## src/common/css_pkg.sv

```systemverilog
// constants and types shared by the channel service scheduler
// Overview of operation
// exactly one channel thread granted per slot; slot lasts until thread ends
// under load, slot levels follow a fixed seven-slot sequence, restarted at once
// slot level order is high, middle, high, low, high, middle, high
// per sequence high owns four slots, middle two, low one
// empty high slot goes to middle, else to low
// empty low slot passes to a high requester
// empty middle slot goes high then low; empty low slot with no high goes middle
// with no request anywhere, sequence returns to first slot and idles
// passing is part of the normal grant decision, with no added delay
// slot transition between slots lasts six to ten system clocks
// within one level, lowest channel number is granted first
// a re-requesting served channel waits until its level's others are served
// two bits per channel: pending request flag and granted flag
// request sets request flag; grant sets granted flag and clears request flag
// granted flags clear only as a whole level group, starting a new round
// after serving a level, clear its granted flags if none pending ungranted
// if one is pending ungranted, group stays; it is served next or by passing
// software gives each active channel one of three levels; order uses level and number
// thirty-two channels share one execution engine
// engine takes one grant at a time and reports thread end before next transition
package css_pkg;

  localparam int CHANNEL_COUNT = 32;
  localparam int LEVEL_WIDTH = 2;

  localparam logic [1:0] LEVEL_DISABLED = 2'h0;
  localparam logic [1:0] LEVEL_LOW = 2'h1;
  localparam logic [1:0] LEVEL_MIDDLE = 2'h2;
  localparam logic [1:0] LEVEL_HIGH = 2'h3;

  localparam int SLOT_COUNT = 7;
  localparam int SLOT_INDEX_WIDTH = 3;
  // two bits per slot, slot 0 in the low bits: H M H L H M H
  localparam logic [13:0] SLOT_SEQUENCE = 14'h3B7B;
  localparam logic [2:0] SLOT_FIRST = 3'h0;
  localparam logic [2:0] SLOT_LAST = 3'h6;

  localparam int TRANSITION_MIN_CLOCKS = 6;
  localparam int TRANSITION_MAX_CLOCKS = 10;
  localparam int TRANSITION_COUNT_WIDTH = 4;
  localparam logic [3:0] TRANSITION_CYCLES = 4'(TRANSITION_MIN_CLOCKS);

  typedef enum logic [1:0] {
    CSS_IDLE = 2'b00,
    CSS_TRANSITION = 2'b01,
    CSS_GRANT = 2'b10,
    CSS_EXECUTE = 2'b11
  } css_state_type;

endpackage : css_pkg

```

## src/common/css_slot_if.sv

```systemverilog
// slot sequence carrier between scheduler core and slot sequencer
`timescale 1ns/1ps
interface css_slot_if;
  logic advance;
  logic restart;
  logic [1:0] slot_level;
  logic [2:0] slot_index;

  modport sequencer (
    input advance,
    input restart,
    output slot_level,
    output slot_index
  );

  modport scheduler (
    output advance,
    output restart,
    input slot_level,
    input slot_index
  );
endinterface : css_slot_if

```

## src/hw/css_level_picker.sv

```systemverilog
// lowest-numbered eligible channel finder for one priority level
`timescale 1ns/1ps
module css_level_picker #(
  parameter int CHANNELS = css_pkg::CHANNEL_COUNT,
  parameter int INDEX_WIDTH = $clog2(CHANNELS)
) (
  input wire logic [CHANNELS-1:0] eligible,
  output logic found,
  output logic [INDEX_WIDTH-1:0] index
);

  always_comb begin
    found = |eligible;
    index = '0;
    // scan downward so the lowest set bit is the last to win
    for (int i = CHANNELS - 1; i >= 0; i--) begin
      if (eligible[i]) begin
        index = INDEX_WIDTH'(i);
      end
    end
  end

endmodule : css_level_picker

```

## src/hw/css_slot_sequencer.sv

```systemverilog
// seven-slot priority level sequencer
`timescale 1ns/1ps
module css_slot_sequencer (
  input wire logic sys_clk,
  input wire logic reset_n,
  css_slot_if.sequencer slot
);

  logic [2:0] slot_index;
  logic [2:0] next_slot_index;

  always_comb begin
    next_slot_index = slot_index;
    if (slot.restart) begin
      next_slot_index = css_pkg::SLOT_FIRST;
    end else if (slot.advance) begin
      if (slot_index == css_pkg::SLOT_LAST) begin
        next_slot_index = css_pkg::SLOT_FIRST;
      end else begin
        next_slot_index = slot_index + 3'h1;
      end
    end
  end

  always_ff @(posedge sys_clk or negedge reset_n) begin
    if (!reset_n) begin
      slot_index <= css_pkg::SLOT_FIRST;
    end else begin
      slot_index <= next_slot_index;
    end
  end

  // fixed table gives high four, middle two, low one per sequence
  assign slot.slot_level = css_pkg::SLOT_SEQUENCE[{slot_index, 1'b0} +: 2];
  assign slot.slot_index = slot_index;

endmodule : css_slot_sequencer

```

## src/hw/css_scheduler.sv

```systemverilog
// channel service scheduler: request and grant flags, slot sequencing, grant decision
`timescale 1ns/1ps
module css_scheduler #(
  parameter int CHANNELS = css_pkg::CHANNEL_COUNT,
  parameter int INDEX_WIDTH = $clog2(CHANNELS)
) (
  input wire logic sys_clk,
  input wire logic reset_n,
  input wire logic [CHANNELS-1:0] chan_request,
  input wire logic [2*CHANNELS-1:0] chan_priority,
  input wire logic thread_done,
  output logic grant_valid,
  output logic [INDEX_WIDTH-1:0] grant_channel,
  output logic [1:0] grant_level,
  output logic engine_busy,
  output logic scheduler_idle,
  output logic [2:0] slot_index,
  output logic [CHANNELS-1:0] service_request_flag,
  output logic [CHANNELS-1:0] service_granted_flag
);

  css_pkg::css_state_type state;
  css_pkg::css_state_type next_state;
  logic [3:0] trans_count;
  logic [3:0] next_trans_count;
  logic [INDEX_WIDTH-1:0] next_grant_channel;
  logic [1:0] next_grant_level;
  logic [CHANNELS-1:0] next_request_flag;
  logic [CHANNELS-1:0] next_granted_flag;

  logic [CHANNELS-1:0] enabled_mask;
  logic [CHANNELS-1:0] high_mask;
  logic [CHANNELS-1:0] middle_mask;
  logic [CHANNELS-1:0] low_mask;
  logic [CHANNELS-1:0] high_eligible;
  logic [CHANNELS-1:0] middle_eligible;
  logic [CHANNELS-1:0] low_eligible;
  logic high_found;
  logic middle_found;
  logic low_found;
  logic [INDEX_WIDTH-1:0] high_index;
  logic [INDEX_WIDTH-1:0] middle_index;
  logic [INDEX_WIDTH-1:0] low_index;

  logic pick_found;
  logic [INDEX_WIDTH-1:0] pick_channel;
  logic [1:0] pick_level;
  logic [CHANNELS-1:0] pick_onehot;
  logic [CHANNELS-1:0] pick_level_mask;
  logic [CHANNELS-1:0] pick_level_eligible;
  logic decide;
  logic group_clear;
  logic any_eligible;

  css_slot_if slot ();

  css_slot_sequencer u_sequencer (
    .sys_clk(sys_clk),
    .reset_n(reset_n),
    .slot(slot.sequencer)
  );

  // per-channel level decode and eligibility: request pending, not yet granted
  genvar gi;
  generate
    for (gi = 0; gi < CHANNELS; gi++) begin : g_chan
      logic [1:0] level;
      assign level = chan_priority[2*gi +: 2];
      assign enabled_mask[gi] = (level != css_pkg::LEVEL_DISABLED);
      assign high_mask[gi] = (level == css_pkg::LEVEL_HIGH);
      assign middle_mask[gi] = (level == css_pkg::LEVEL_MIDDLE);
      assign low_mask[gi] = (level == css_pkg::LEVEL_LOW);
      // a served channel is held off by its granted flag until its round ends
      assign high_eligible[gi] = service_request_flag[gi] & ~service_granted_flag[gi]
        & high_mask[gi];
      assign middle_eligible[gi] = service_request_flag[gi] & ~service_granted_flag[gi]
        & middle_mask[gi];
      assign low_eligible[gi] = service_request_flag[gi] & ~service_granted_flag[gi]
        & low_mask[gi];
    end
  endgenerate

  css_level_picker #(
    .CHANNELS(CHANNELS),
    .INDEX_WIDTH(INDEX_WIDTH)
  ) u_pick_high (
    .eligible(high_eligible),
    .found(high_found),
    .index(high_index)
  );

  css_level_picker #(
    .CHANNELS(CHANNELS),
    .INDEX_WIDTH(INDEX_WIDTH)
  ) u_pick_middle (
    .eligible(middle_eligible),
    .found(middle_found),
    .index(middle_index)
  );

  css_level_picker #(
    .CHANNELS(CHANNELS),
    .INDEX_WIDTH(INDEX_WIDTH)
  ) u_pick_low (
    .eligible(low_eligible),
    .found(low_found),
    .index(low_index)
  );

  assign any_eligible = high_found | middle_found | low_found;

  // grant decision with priority passing, purely combinational so passing
  // costs nothing beyond the ordinary transition
  always_comb begin
    pick_found = 1'b1;
    pick_channel = high_index;
    pick_level = css_pkg::LEVEL_HIGH;
    unique case (slot.slot_level)
      css_pkg::LEVEL_HIGH: begin
        if (high_found) begin
          pick_channel = high_index;
          pick_level = css_pkg::LEVEL_HIGH;
        end else if (middle_found) begin
          pick_channel = middle_index;
          pick_level = css_pkg::LEVEL_MIDDLE;
        end else if (low_found) begin
          pick_channel = low_index;
          pick_level = css_pkg::LEVEL_LOW;
        end else begin
          pick_found = 1'b0;
        end
      end
      css_pkg::LEVEL_MIDDLE: begin
        if (middle_found) begin
          pick_channel = middle_index;
          pick_level = css_pkg::LEVEL_MIDDLE;
        end else if (high_found) begin
          pick_channel = high_index;
          pick_level = css_pkg::LEVEL_HIGH;
        end else if (low_found) begin
          pick_channel = low_index;
          pick_level = css_pkg::LEVEL_LOW;
        end else begin
          pick_found = 1'b0;
        end
      end
      default: begin
        // low slot; the table never yields the disabled code
        if (low_found) begin
          pick_channel = low_index;
          pick_level = css_pkg::LEVEL_LOW;
        end else if (high_found) begin
          pick_channel = high_index;
          pick_level = css_pkg::LEVEL_HIGH;
        end else if (middle_found) begin
          pick_channel = middle_index;
          pick_level = css_pkg::LEVEL_MIDDLE;
        end else begin
          pick_found = 1'b0;
        end
      end
    endcase
  end

  assign pick_onehot = {{(CHANNELS-1){1'b0}}, 1'b1} << pick_channel;

  always_comb begin
    unique case (pick_level)
      css_pkg::LEVEL_HIGH: begin
        pick_level_mask = high_mask;
        pick_level_eligible = high_eligible;
      end
      css_pkg::LEVEL_MIDDLE: begin
        pick_level_mask = middle_mask;
        pick_level_eligible = middle_eligible;
      end
      default: begin
        pick_level_mask = low_mask;
        pick_level_eligible = low_eligible;
      end
    endcase
  end

  assign decide = (state == css_pkg::CSS_TRANSITION)
    && (trans_count == css_pkg::TRANSITION_CYCLES - 4'h1) && pick_found;
  // the level just served starts a new round only when nobody there is left waiting
  assign group_clear = decide && ((pick_level_eligible & ~pick_onehot) == '0);

  // flags: requests from enabled channels always win over the grant's clear
  always_comb begin
    next_request_flag = service_request_flag;
    next_granted_flag = service_granted_flag;
    if (decide) begin
      next_request_flag = service_request_flag & ~pick_onehot;
      if (group_clear) begin
        next_granted_flag = service_granted_flag & ~pick_level_mask;
      end else begin
        next_granted_flag = service_granted_flag | pick_onehot;
      end
    end
    next_request_flag = next_request_flag | (chan_request & enabled_mask);
  end

  always_ff @(posedge sys_clk or negedge reset_n) begin
    if (!reset_n) begin
      service_request_flag <= '0;
      service_granted_flag <= '0;
    end else begin
      service_request_flag <= next_request_flag;
      service_granted_flag <= next_granted_flag;
    end
  end

  // slot state machine
  always_comb begin
    next_state = state;
    next_trans_count = trans_count;
    next_grant_channel = grant_channel;
    next_grant_level = grant_level;
    slot.advance = 1'b0;
    slot.restart = 1'b0;
    unique case (state)
      css_pkg::CSS_IDLE: begin
        if (any_eligible) begin
          next_state = css_pkg::CSS_TRANSITION;
          next_trans_count = 4'h0;
        end
      end
      css_pkg::CSS_TRANSITION: begin
        next_trans_count = trans_count + 4'h1;
        if (trans_count == css_pkg::TRANSITION_CYCLES - 4'h1) begin
          if (pick_found) begin
            next_state = css_pkg::CSS_GRANT;
            next_grant_channel = pick_channel;
            next_grant_level = pick_level;
            slot.advance = 1'b1;
          end else begin
            next_state = css_pkg::CSS_IDLE;
            slot.restart = 1'b1;
          end
        end
      end
      css_pkg::CSS_GRANT: begin
        next_state = css_pkg::CSS_EXECUTE;
      end
      css_pkg::CSS_EXECUTE: begin
        // the slot stretches for as long as the thread runs
        if (thread_done) begin
          next_state = css_pkg::CSS_TRANSITION;
          next_trans_count = 4'h0;
        end
      end
    endcase
  end

  always_ff @(posedge sys_clk or negedge reset_n) begin
    if (!reset_n) begin
      state <= css_pkg::CSS_IDLE;
      trans_count <= 4'h0;
      grant_channel <= '0;
      grant_level <= css_pkg::LEVEL_DISABLED;
    end else begin
      state <= next_state;
      trans_count <= next_trans_count;
      grant_channel <= next_grant_channel;
      grant_level <= next_grant_level;
    end
  end

  assign grant_valid = (state == css_pkg::CSS_GRANT);
  assign engine_busy = (state == css_pkg::CSS_GRANT) || (state == css_pkg::CSS_EXECUTE);
  assign scheduler_idle = (state == css_pkg::CSS_IDLE);
  assign slot_index = slot.slot_index;

endmodule : css_scheduler

```

## config.mk

```make
export PLATFORM = sky130hd
export DESIGN_NAME = css_scheduler
export DESIGN_NICKNAME = d
export VERILOG_FILES = /design/src/common/css_pkg.sv /design/src/common/css_slot_if.sv /design/src/hw/css_level_picker.sv /design/src/hw/css_slot_sequencer.sv /design/src/hw/css_scheduler.sv
export SDC_FILE = /design/constraint.sdc
export NUM_CORES = 1
export LEC_CHECK = 0
export ABC_CLOCK_PERIOD_IN_PS = 4300
export BUFFER_PORTS_ARGS = -buffer_cell sky130_fd_sc_hd__buf_2
export CORE_ASPECT_RATIO = 0.6
export CORE_MARGIN = 2
export CORE_UTILIZATION = 30
export CTS_BUF_LIST = sky130_fd_sc_hd__clkbuf_4
export CTS_CLUSTER_SIZE = 16
export DETAILED_ROUTE_END_ITERATION = 12
export SKIP_LAST_GASP = 1
export SYNTH_ARGS = -nofsm -noshare
export SYNTH_HDL_FRONTEND = slang
export SYNTH_SLANG_ARGS = --single-unit
```

## constraint.sdc

```tcl
create_clock -name sys_clk -period 4.3 [get_ports sys_clk]
set_clock_uncertainty 0.15 [all_clocks]
set_input_delay 0.645 -clock sys_clk [delete_from_list [all_inputs] [get_ports sys_clk]]
set_output_delay 0.645 -clock sys_clk [all_outputs]
set_load 0.005 [all_outputs]
```

==> run metrics, run 1 <==
status=complete, but fails checks; failing checks=setup timing; DIE HEIGHT=128.8 um; CP arrival=roughly 5.4 ns; critical path class=flip-flop to flip-flop; switching share of power=between 40% and 50%; DRT Pass-1 Iters=5; port bufs=175; Yosys warnings=0; GP Congestion=1.144; Inserted Clock Buffers=9; die area=about 27000 um^2; Synth top area share=~26%; top-count cell post-synth=nand2_1; Total Power=4.420 mW; # nets final=~1700; Worst setup EP type=flip-flop; Yosys reg bits=80; Final Core Density=between 50% and 60%; crit start category=flip-flop; leakage power=between 6 and 7 nW; Place WS=-1.514 ns; synthesized area=about 7800 um^2; Avg WL per Cell=23.82 um; Mapped Cells=985; final worst path period share=118.2%; Max-slew headroom=35.85%; total grt overflow=0; clock buffer depth=2; area of the multi-input gates=between 6000 and 7000 um^2; synth cell count leaders=147 x nand2_1, 120 x o21ai_0, 80 x dfrtp_1; Core ar.=~25000 um^2; area leader, netlist=dfrtp_1; overall via count from detail_route=about 11000; design area=13370 um^2; Layout Cells excl Fill=roughly 1900; Sink Count=80; Routed Antenna Nets=0; Cell Count Post-Placement=between 1500 and 2000; switching pwr=roughly 2.1 mW; Final WS setup=-0.7815 ns; Power Internal=2.317 mW; pwr/cell area=approximately 330 nW/um^2; max-slew violations=0; CTS Root Cell=clkbuf_4; overall die width=211.9 um; Post-Route WL=46280 um; Worst EP required=roughly 4.6 ns; power share of the sequential group=roughly a fifth; initial core utilization=~30%; Peak Freq=196.8 MHz; Synth area leaders=dfrtp_1 26%, o21ai_0 7.7%, nand2_1 7.1%; maxcap violations=0; RSZ-0062 raised after global routing=true; IO Pins=~180; Filler cells=about 2500; global-route wire length before repair=between 60000 and 70000 um; clk slew on worst S/H paths=around 0.15 ns; DRT iter0 DRCs=around 1400; CTS hold repair buffers=0; Most used DFF post-synth=dfrtp_1; layout cells sized above 1=between 40% and 50%; Synth Net Count=roughly 1100; initial antenna violation count=1; FFs w/ async S/R, synth=between 90% and 100%; Hold Slack=about 0.012 ns; clock share of power=between 10% and 20%; final hold vios=0; Final min period=between 5 and 6 ns; Area growth, synth to finish=71.76%; post-DP HPWL=roughly 37000 um; DRC Markers=0; GRT Overall Usage=33.45%; Critical Path Fanout Max=6; Synth cell types=85; number of global-route vias before repair=~10000; drt via density=between 5 and 6; CTS H-Tree Depth=3; num rows=45; Hold WC Path Type=primary input to async pin; Comb power frac=between 60% and 70%; Least-Margin Pin Slew=0.9487 ns; setup TNS=-23.56 ns; Clock Latency Late Sink=0.59 ns; largest net degree at the start of global routing=between 60 and 70; endpoints failing setup=32; Avg Cell Area, Syn=a little under 8 um^2; register area=around 2000 um^2; CTS tree=done; Post-DP Area=about 12000 um^2; EDFF count, synth=0; worst vdd ir=about 0.00020 V; Seq/Total Area, Yosys=about a quarter
## cell families (layout without fill, tap and decap cells)
kind of cell               after synthesis  in the layout  synth area share, %
and+or+nand+nor                        493            493                39.01
DFF                                     80             80                25.73
other                                    0              3                    0
muxes                                   15             15                1.946
buffers and inverters                   64            667                3.891
adders and majority gates                7              7                1.126
AOI/OAI and AO/OA                      326            326                28.30
## placed cells by master, fill, tap and decap left out, drive strengths merged, types with 10 or more instances in the layout
| cell type | count |
|---|---|
| a211oi | 10 |
| nor4 | 22 |
| and4b | 11 |
| nor3 | 32 |
| nor2 | 69 |
| nand2 | 148 |
| o21ai | 122 |
| clkbuf | 13 |
| buf | 630 |
| o211ai | 17 |
| inv | 19 |
| o221ai | 17 |
| mux2i | 14 |
| nand4 | 23 |
| dfrtp | 80 |
| nand4b | 32 |
| o2111ai | 13 |
| a21oi | 40 |
| o22a | 13 |
| nand3 | 14 |
| nor4bb | 44 |
| or4bb | 24 |
## layout make-up
cell class / count / share of cell area, %
inverters: 19 / 0.5336
multi-input cells: 841 / 45.67
clock inverters: 5 / 0.1779
flip-flops and latches: 80 / 14.98
clock buffers: 11 / 0.6179
well taps: 352 / 3.295
repair buffers: 632 / 34.67
diodes: 3 / 0.05617
## critical path: stages (launching register included)
cell and delay [ns]:
dfrtp_1 0.42, nor4bb_4 0.19, or4_4 0.55, or4_4 0.51, buf_4 0.16, buf_6 0.11, or2_4 0.23, buf_6 0.13
a222oi_1 0.33, buf_4 0.20, a21oi_4 0.06, a21oi_4 0.22, nand2_2 0.15, a2111oi_4 0.39, a211oi_2 0.09, buf_4 0.16
nor4_4 0.31, buf_6 0.19, buf_12 0.12, buf_16 0.11, nand2_1 0.06, o2bb2ai_2 0.12
## power groups by stage
stage / Sequential (mW) / Clock, mW / Combinational [mW]
after detailed placement: 0.919 / 0 / 2.56
after global routing: 0.919 / 0.502 / 3.20
after global placement: 0.916 / 0 / 2.57
after floorplan: 0.914 / 0 / 1.16
final: 0.908 / 0.448 / 3.06
after CTS: 0.905 / 0.462 / 2.75
## layer usage
| layer | routed length, um | GRT usage, % | part of all wire [%] |
|---|---|---|---|
| met1 | 20960 | 48.23 | 45 |
| met2 | 17260 | 43.49 | 37 |
| met3 | 7245 | 16.50 | 16 |
| met4 | 810 | 7.829 | 1.8 |
| met5 | 0 | 0 | 0 |
## what timing repair did
item                                    4_1_cts  5_1_grt
pin swaps                                    32       34
gates cloned                                  4        2
endpoints found under the hold margin         0        0
resized for setup                            85       45
buffers inserted                             19       16
endpoints found under the setup margin       50       39
## registers in the layout (all words and copies together), names as in the netlist
register and cells:
service_request_flag 32, grant_level 2, trans_count 4, service_granted_flag 32, state 2, u_sequencer.slot.slot_index 3, grant_channel 5
## final timing paths
kind | start | endpoint | cells past startpoint | slack (ns)
worst max-delay path | service_request_flag[5] | service_granted_flag[0] | 21 | -0.78
worst min-delay path | reset_n | service_request_flag[3] | 1 | 0.01
worst max register to register | service_request_flag[5] | service_granted_flag[0] | 21 | -0.78
worst min register to register | grant_channel[3] | grant_channel[3] | 2 | 0.34
max in group asynchronous | reset_n | service_request_flag[10] | 2 | 3.15
min in group sys_clk | chan_request[14] | service_request_flag[14] | 3 | 0.12
Power figures use the tool's default switching activity.
==> inputs of run 2 (changes only) <==
SKIP_CTS_REPAIR_TIMING = 1   (was not set)
==> run 2 against run 1 <==
Net effect:
- the flow still finishes with violations (setup timing)
- fmax up 0.73%
- global-route usage down 0.78 points
- flip-flop and latch count unchanged
- power down 3.7%
- via count down 0.91%
- worst setup slack better by 0.037 ns
- clock power about the same
- combinational power down 5%
- sequential share of layout area up 0.55 points
- critical endpoint is now service_granted_flag[16]
- largest power group unchanged
==> run metrics, run 2 (same netlist as run 1, synthesis figures left out) <==
global-route wire length before repair=64830 um; area of the multi-input gates=~6000 um^2; DIE HEIGHT=128.8 um; final hold vios=0; Peak Freq=198.2 MHz; port bufs=between 150 and 200; Worst R2R Setup Slack=-0.74 ns; Core ar.=about 25000 um^2; Final Core Density=50.80%; GRT Overall Usage=between 30% and 40%; DRC Markers=0; post-DP HPWL=around 37000 um; Critical Path Fanout Max=8; Clock Latency Late Sink=between 0.5 and 0.6 ns; max-slew violations=0; pwr/cell area=330.0 nW/um^2; DRT iter0 DRCs=roughly 1500; Post-Route WL=44930 um; Worst setup EP type=flip-flop; Hold WC Path Type=primary input to async pin; # nets final=around 1700; number of global-route vias before repair=10230; IO Pins=approximately 180; num rows=45; Sink Count=80; crit start category=flip-flop; Avg WL per Cell=23.44 um; drt via density=5.865; Inserted Clock Buffers=9; Least-Margin Pin Slew=roughly 1.2 ns; Hold Slack=around 0.027 ns; Routed Antenna Nets=0; layout cells sized above 1=45.94%; final worst path period share=117.3%; Critical Path Source=service_request_flag[16]; worst vdd ir=roughly 0.00023 V; Reg2Reg Launch Point=service_request_flag[16]; clk slew on worst S/H paths=between 0.1 and 0.15 ns; overall via count from detail_route=around 11000; critical path class=flip-flop to flip-flop; CP arrival=~5.4 ns; clock buffer depth=2; GP Congestion=1.144; most common cell after layout, fill and taps aside=buf_4; initial antenna violation count=1; Final WS setup=-0.7447 ns; status=complete, but fails checks; maxcap violations=0; register area=about 2000 um^2; leakage power=5.913 nW; Worst EP required=roughly 4.6 ns; die area=around 27000 um^2; CTS H-Tree Depth=3; Filler cells=about 2500; FF-to-FF path depth=20; Top Registers=service_granted_flag (32), service_request_flag (32), grant_channel (5); most frequent cells in the layout=415 x buf_4, 174 x buf_2, 142 x nand2_1, 118 x o21ai_0, 79 x dfrtp_1; CTS tree=done; overall die width=211.9 um; Worst Setup EP=service_granted_flag[16]; largest net degree at the start of global routing=67; initial core utilization=a little under a third; failing checks=setup timing; total grt overflow=0; Final min period=approximately 5.0 ns; CTS Root Cell=clkbuf_4; Area growth, synth to finish=65.78%; DRT Pass-1 Iters=6; RR Endpoint=service_granted_flag[16]; Max-slew headroom=between 10% and 20%; RSZ-0062 raised after global routing=true; endpoints failing setup=33
## run 2: changes by cell type in the layout (fill, tap and decap cells not counted), sizes merged
| cell | before | now |
|---|---|---|
| diode | 3 | 2 |
| buf | 630 | 605 |
## run 2: worst max-delay path, cell delays in order, from the launching register on
cell      delay (ns)
dfrtp_1         0.44
and4bb_4        0.23
or4_4           0.56
or4_4           0.53
nor4_4          0.37
buf_12          0.17
o21ai_4         0.07
buf_6           0.14
a21o_1          0.20
buf_6           0.14
a21oi_4         0.22
buf_6           0.14
and4_1          0.18
o22a_1          0.15
nand4_1         0.15
buf_4           0.18
nor4_4          0.26
buf_6           0.23
buf_8           0.17
nand2_1         0.06
a22o_1          0.17
## run 2: power breakdown
part | switching (mW) | internal (mW) | total (mW)
registers | 0.0788 | 0.829 | 0.907
clock network | 0.325 | 0.124 | 0.449
logic | 1.63 | 1.27 | 2.90
total | 2.04 | 2.22 | 4.26
## run 2: worst min-delay path by stage
| stage | from | end | slack [ns] | depth (start not counted) |
|---|---|---|---|---|
| 2_1_floorplan | reset_n | grant_channel[0] | 0.20 | 0 |
| 3_3_place_gp | grant_level[0] | grant_level[0] | 0.31 | 2 |
| 3_5_place_dp | grant_channel[3] | grant_channel[3] | 0.31 | 2 |
| 4_1_cts | reset_n | service_request_flag[3] | 0.05 | 1 |
| 5_1_grt | reset_n | trans_count[2] | 0.07 | 1 |
| 6_report | reset_n | service_request_flag[3] | 0.03 | 1 |
## run 2: layout make-up
type                            instances  area share [%]
Antenna cell                            2         0.03880
Clock inverter                          5          0.1843
Timing Repair Buffer                  607           33.28
Clock buffer                           11          0.6402
Multi-Input combinational cell        841           46.36
Tap cell                              352           3.414
Inverter                               19          0.5529
Sequential cell                        80           15.53
## run 2: metal layers
metal | share of wire, % | GRT usage, %
met2 | 37 | 41.95
met5 | 0 | 0
met4 | 1.2 | 6.297
met3 | 14 | 15.47
met1 | 47 | 48.39
## run 2: per-stage QoR
step | setup slack, ns | instances | total power [mW] | area [um^2] | TNS (ns)
floorplan | -0.6222 | 985 | 2.069 | 7911 | -15.98
global placement | -1.593 | 1885 | 3.484 | 12190 | -60.87
detailed placement | -1.514 | 1885 | 3.483 | 12190 | -57.07
CTS | -1.175 | 1901 | 3.941 | 12300 | -36.99
global route | -0.8508 | 1917 | 4.459 | 12900 | -26.27
finish | -0.7447 | 1917 | 4.257 | 12900 | -22.46
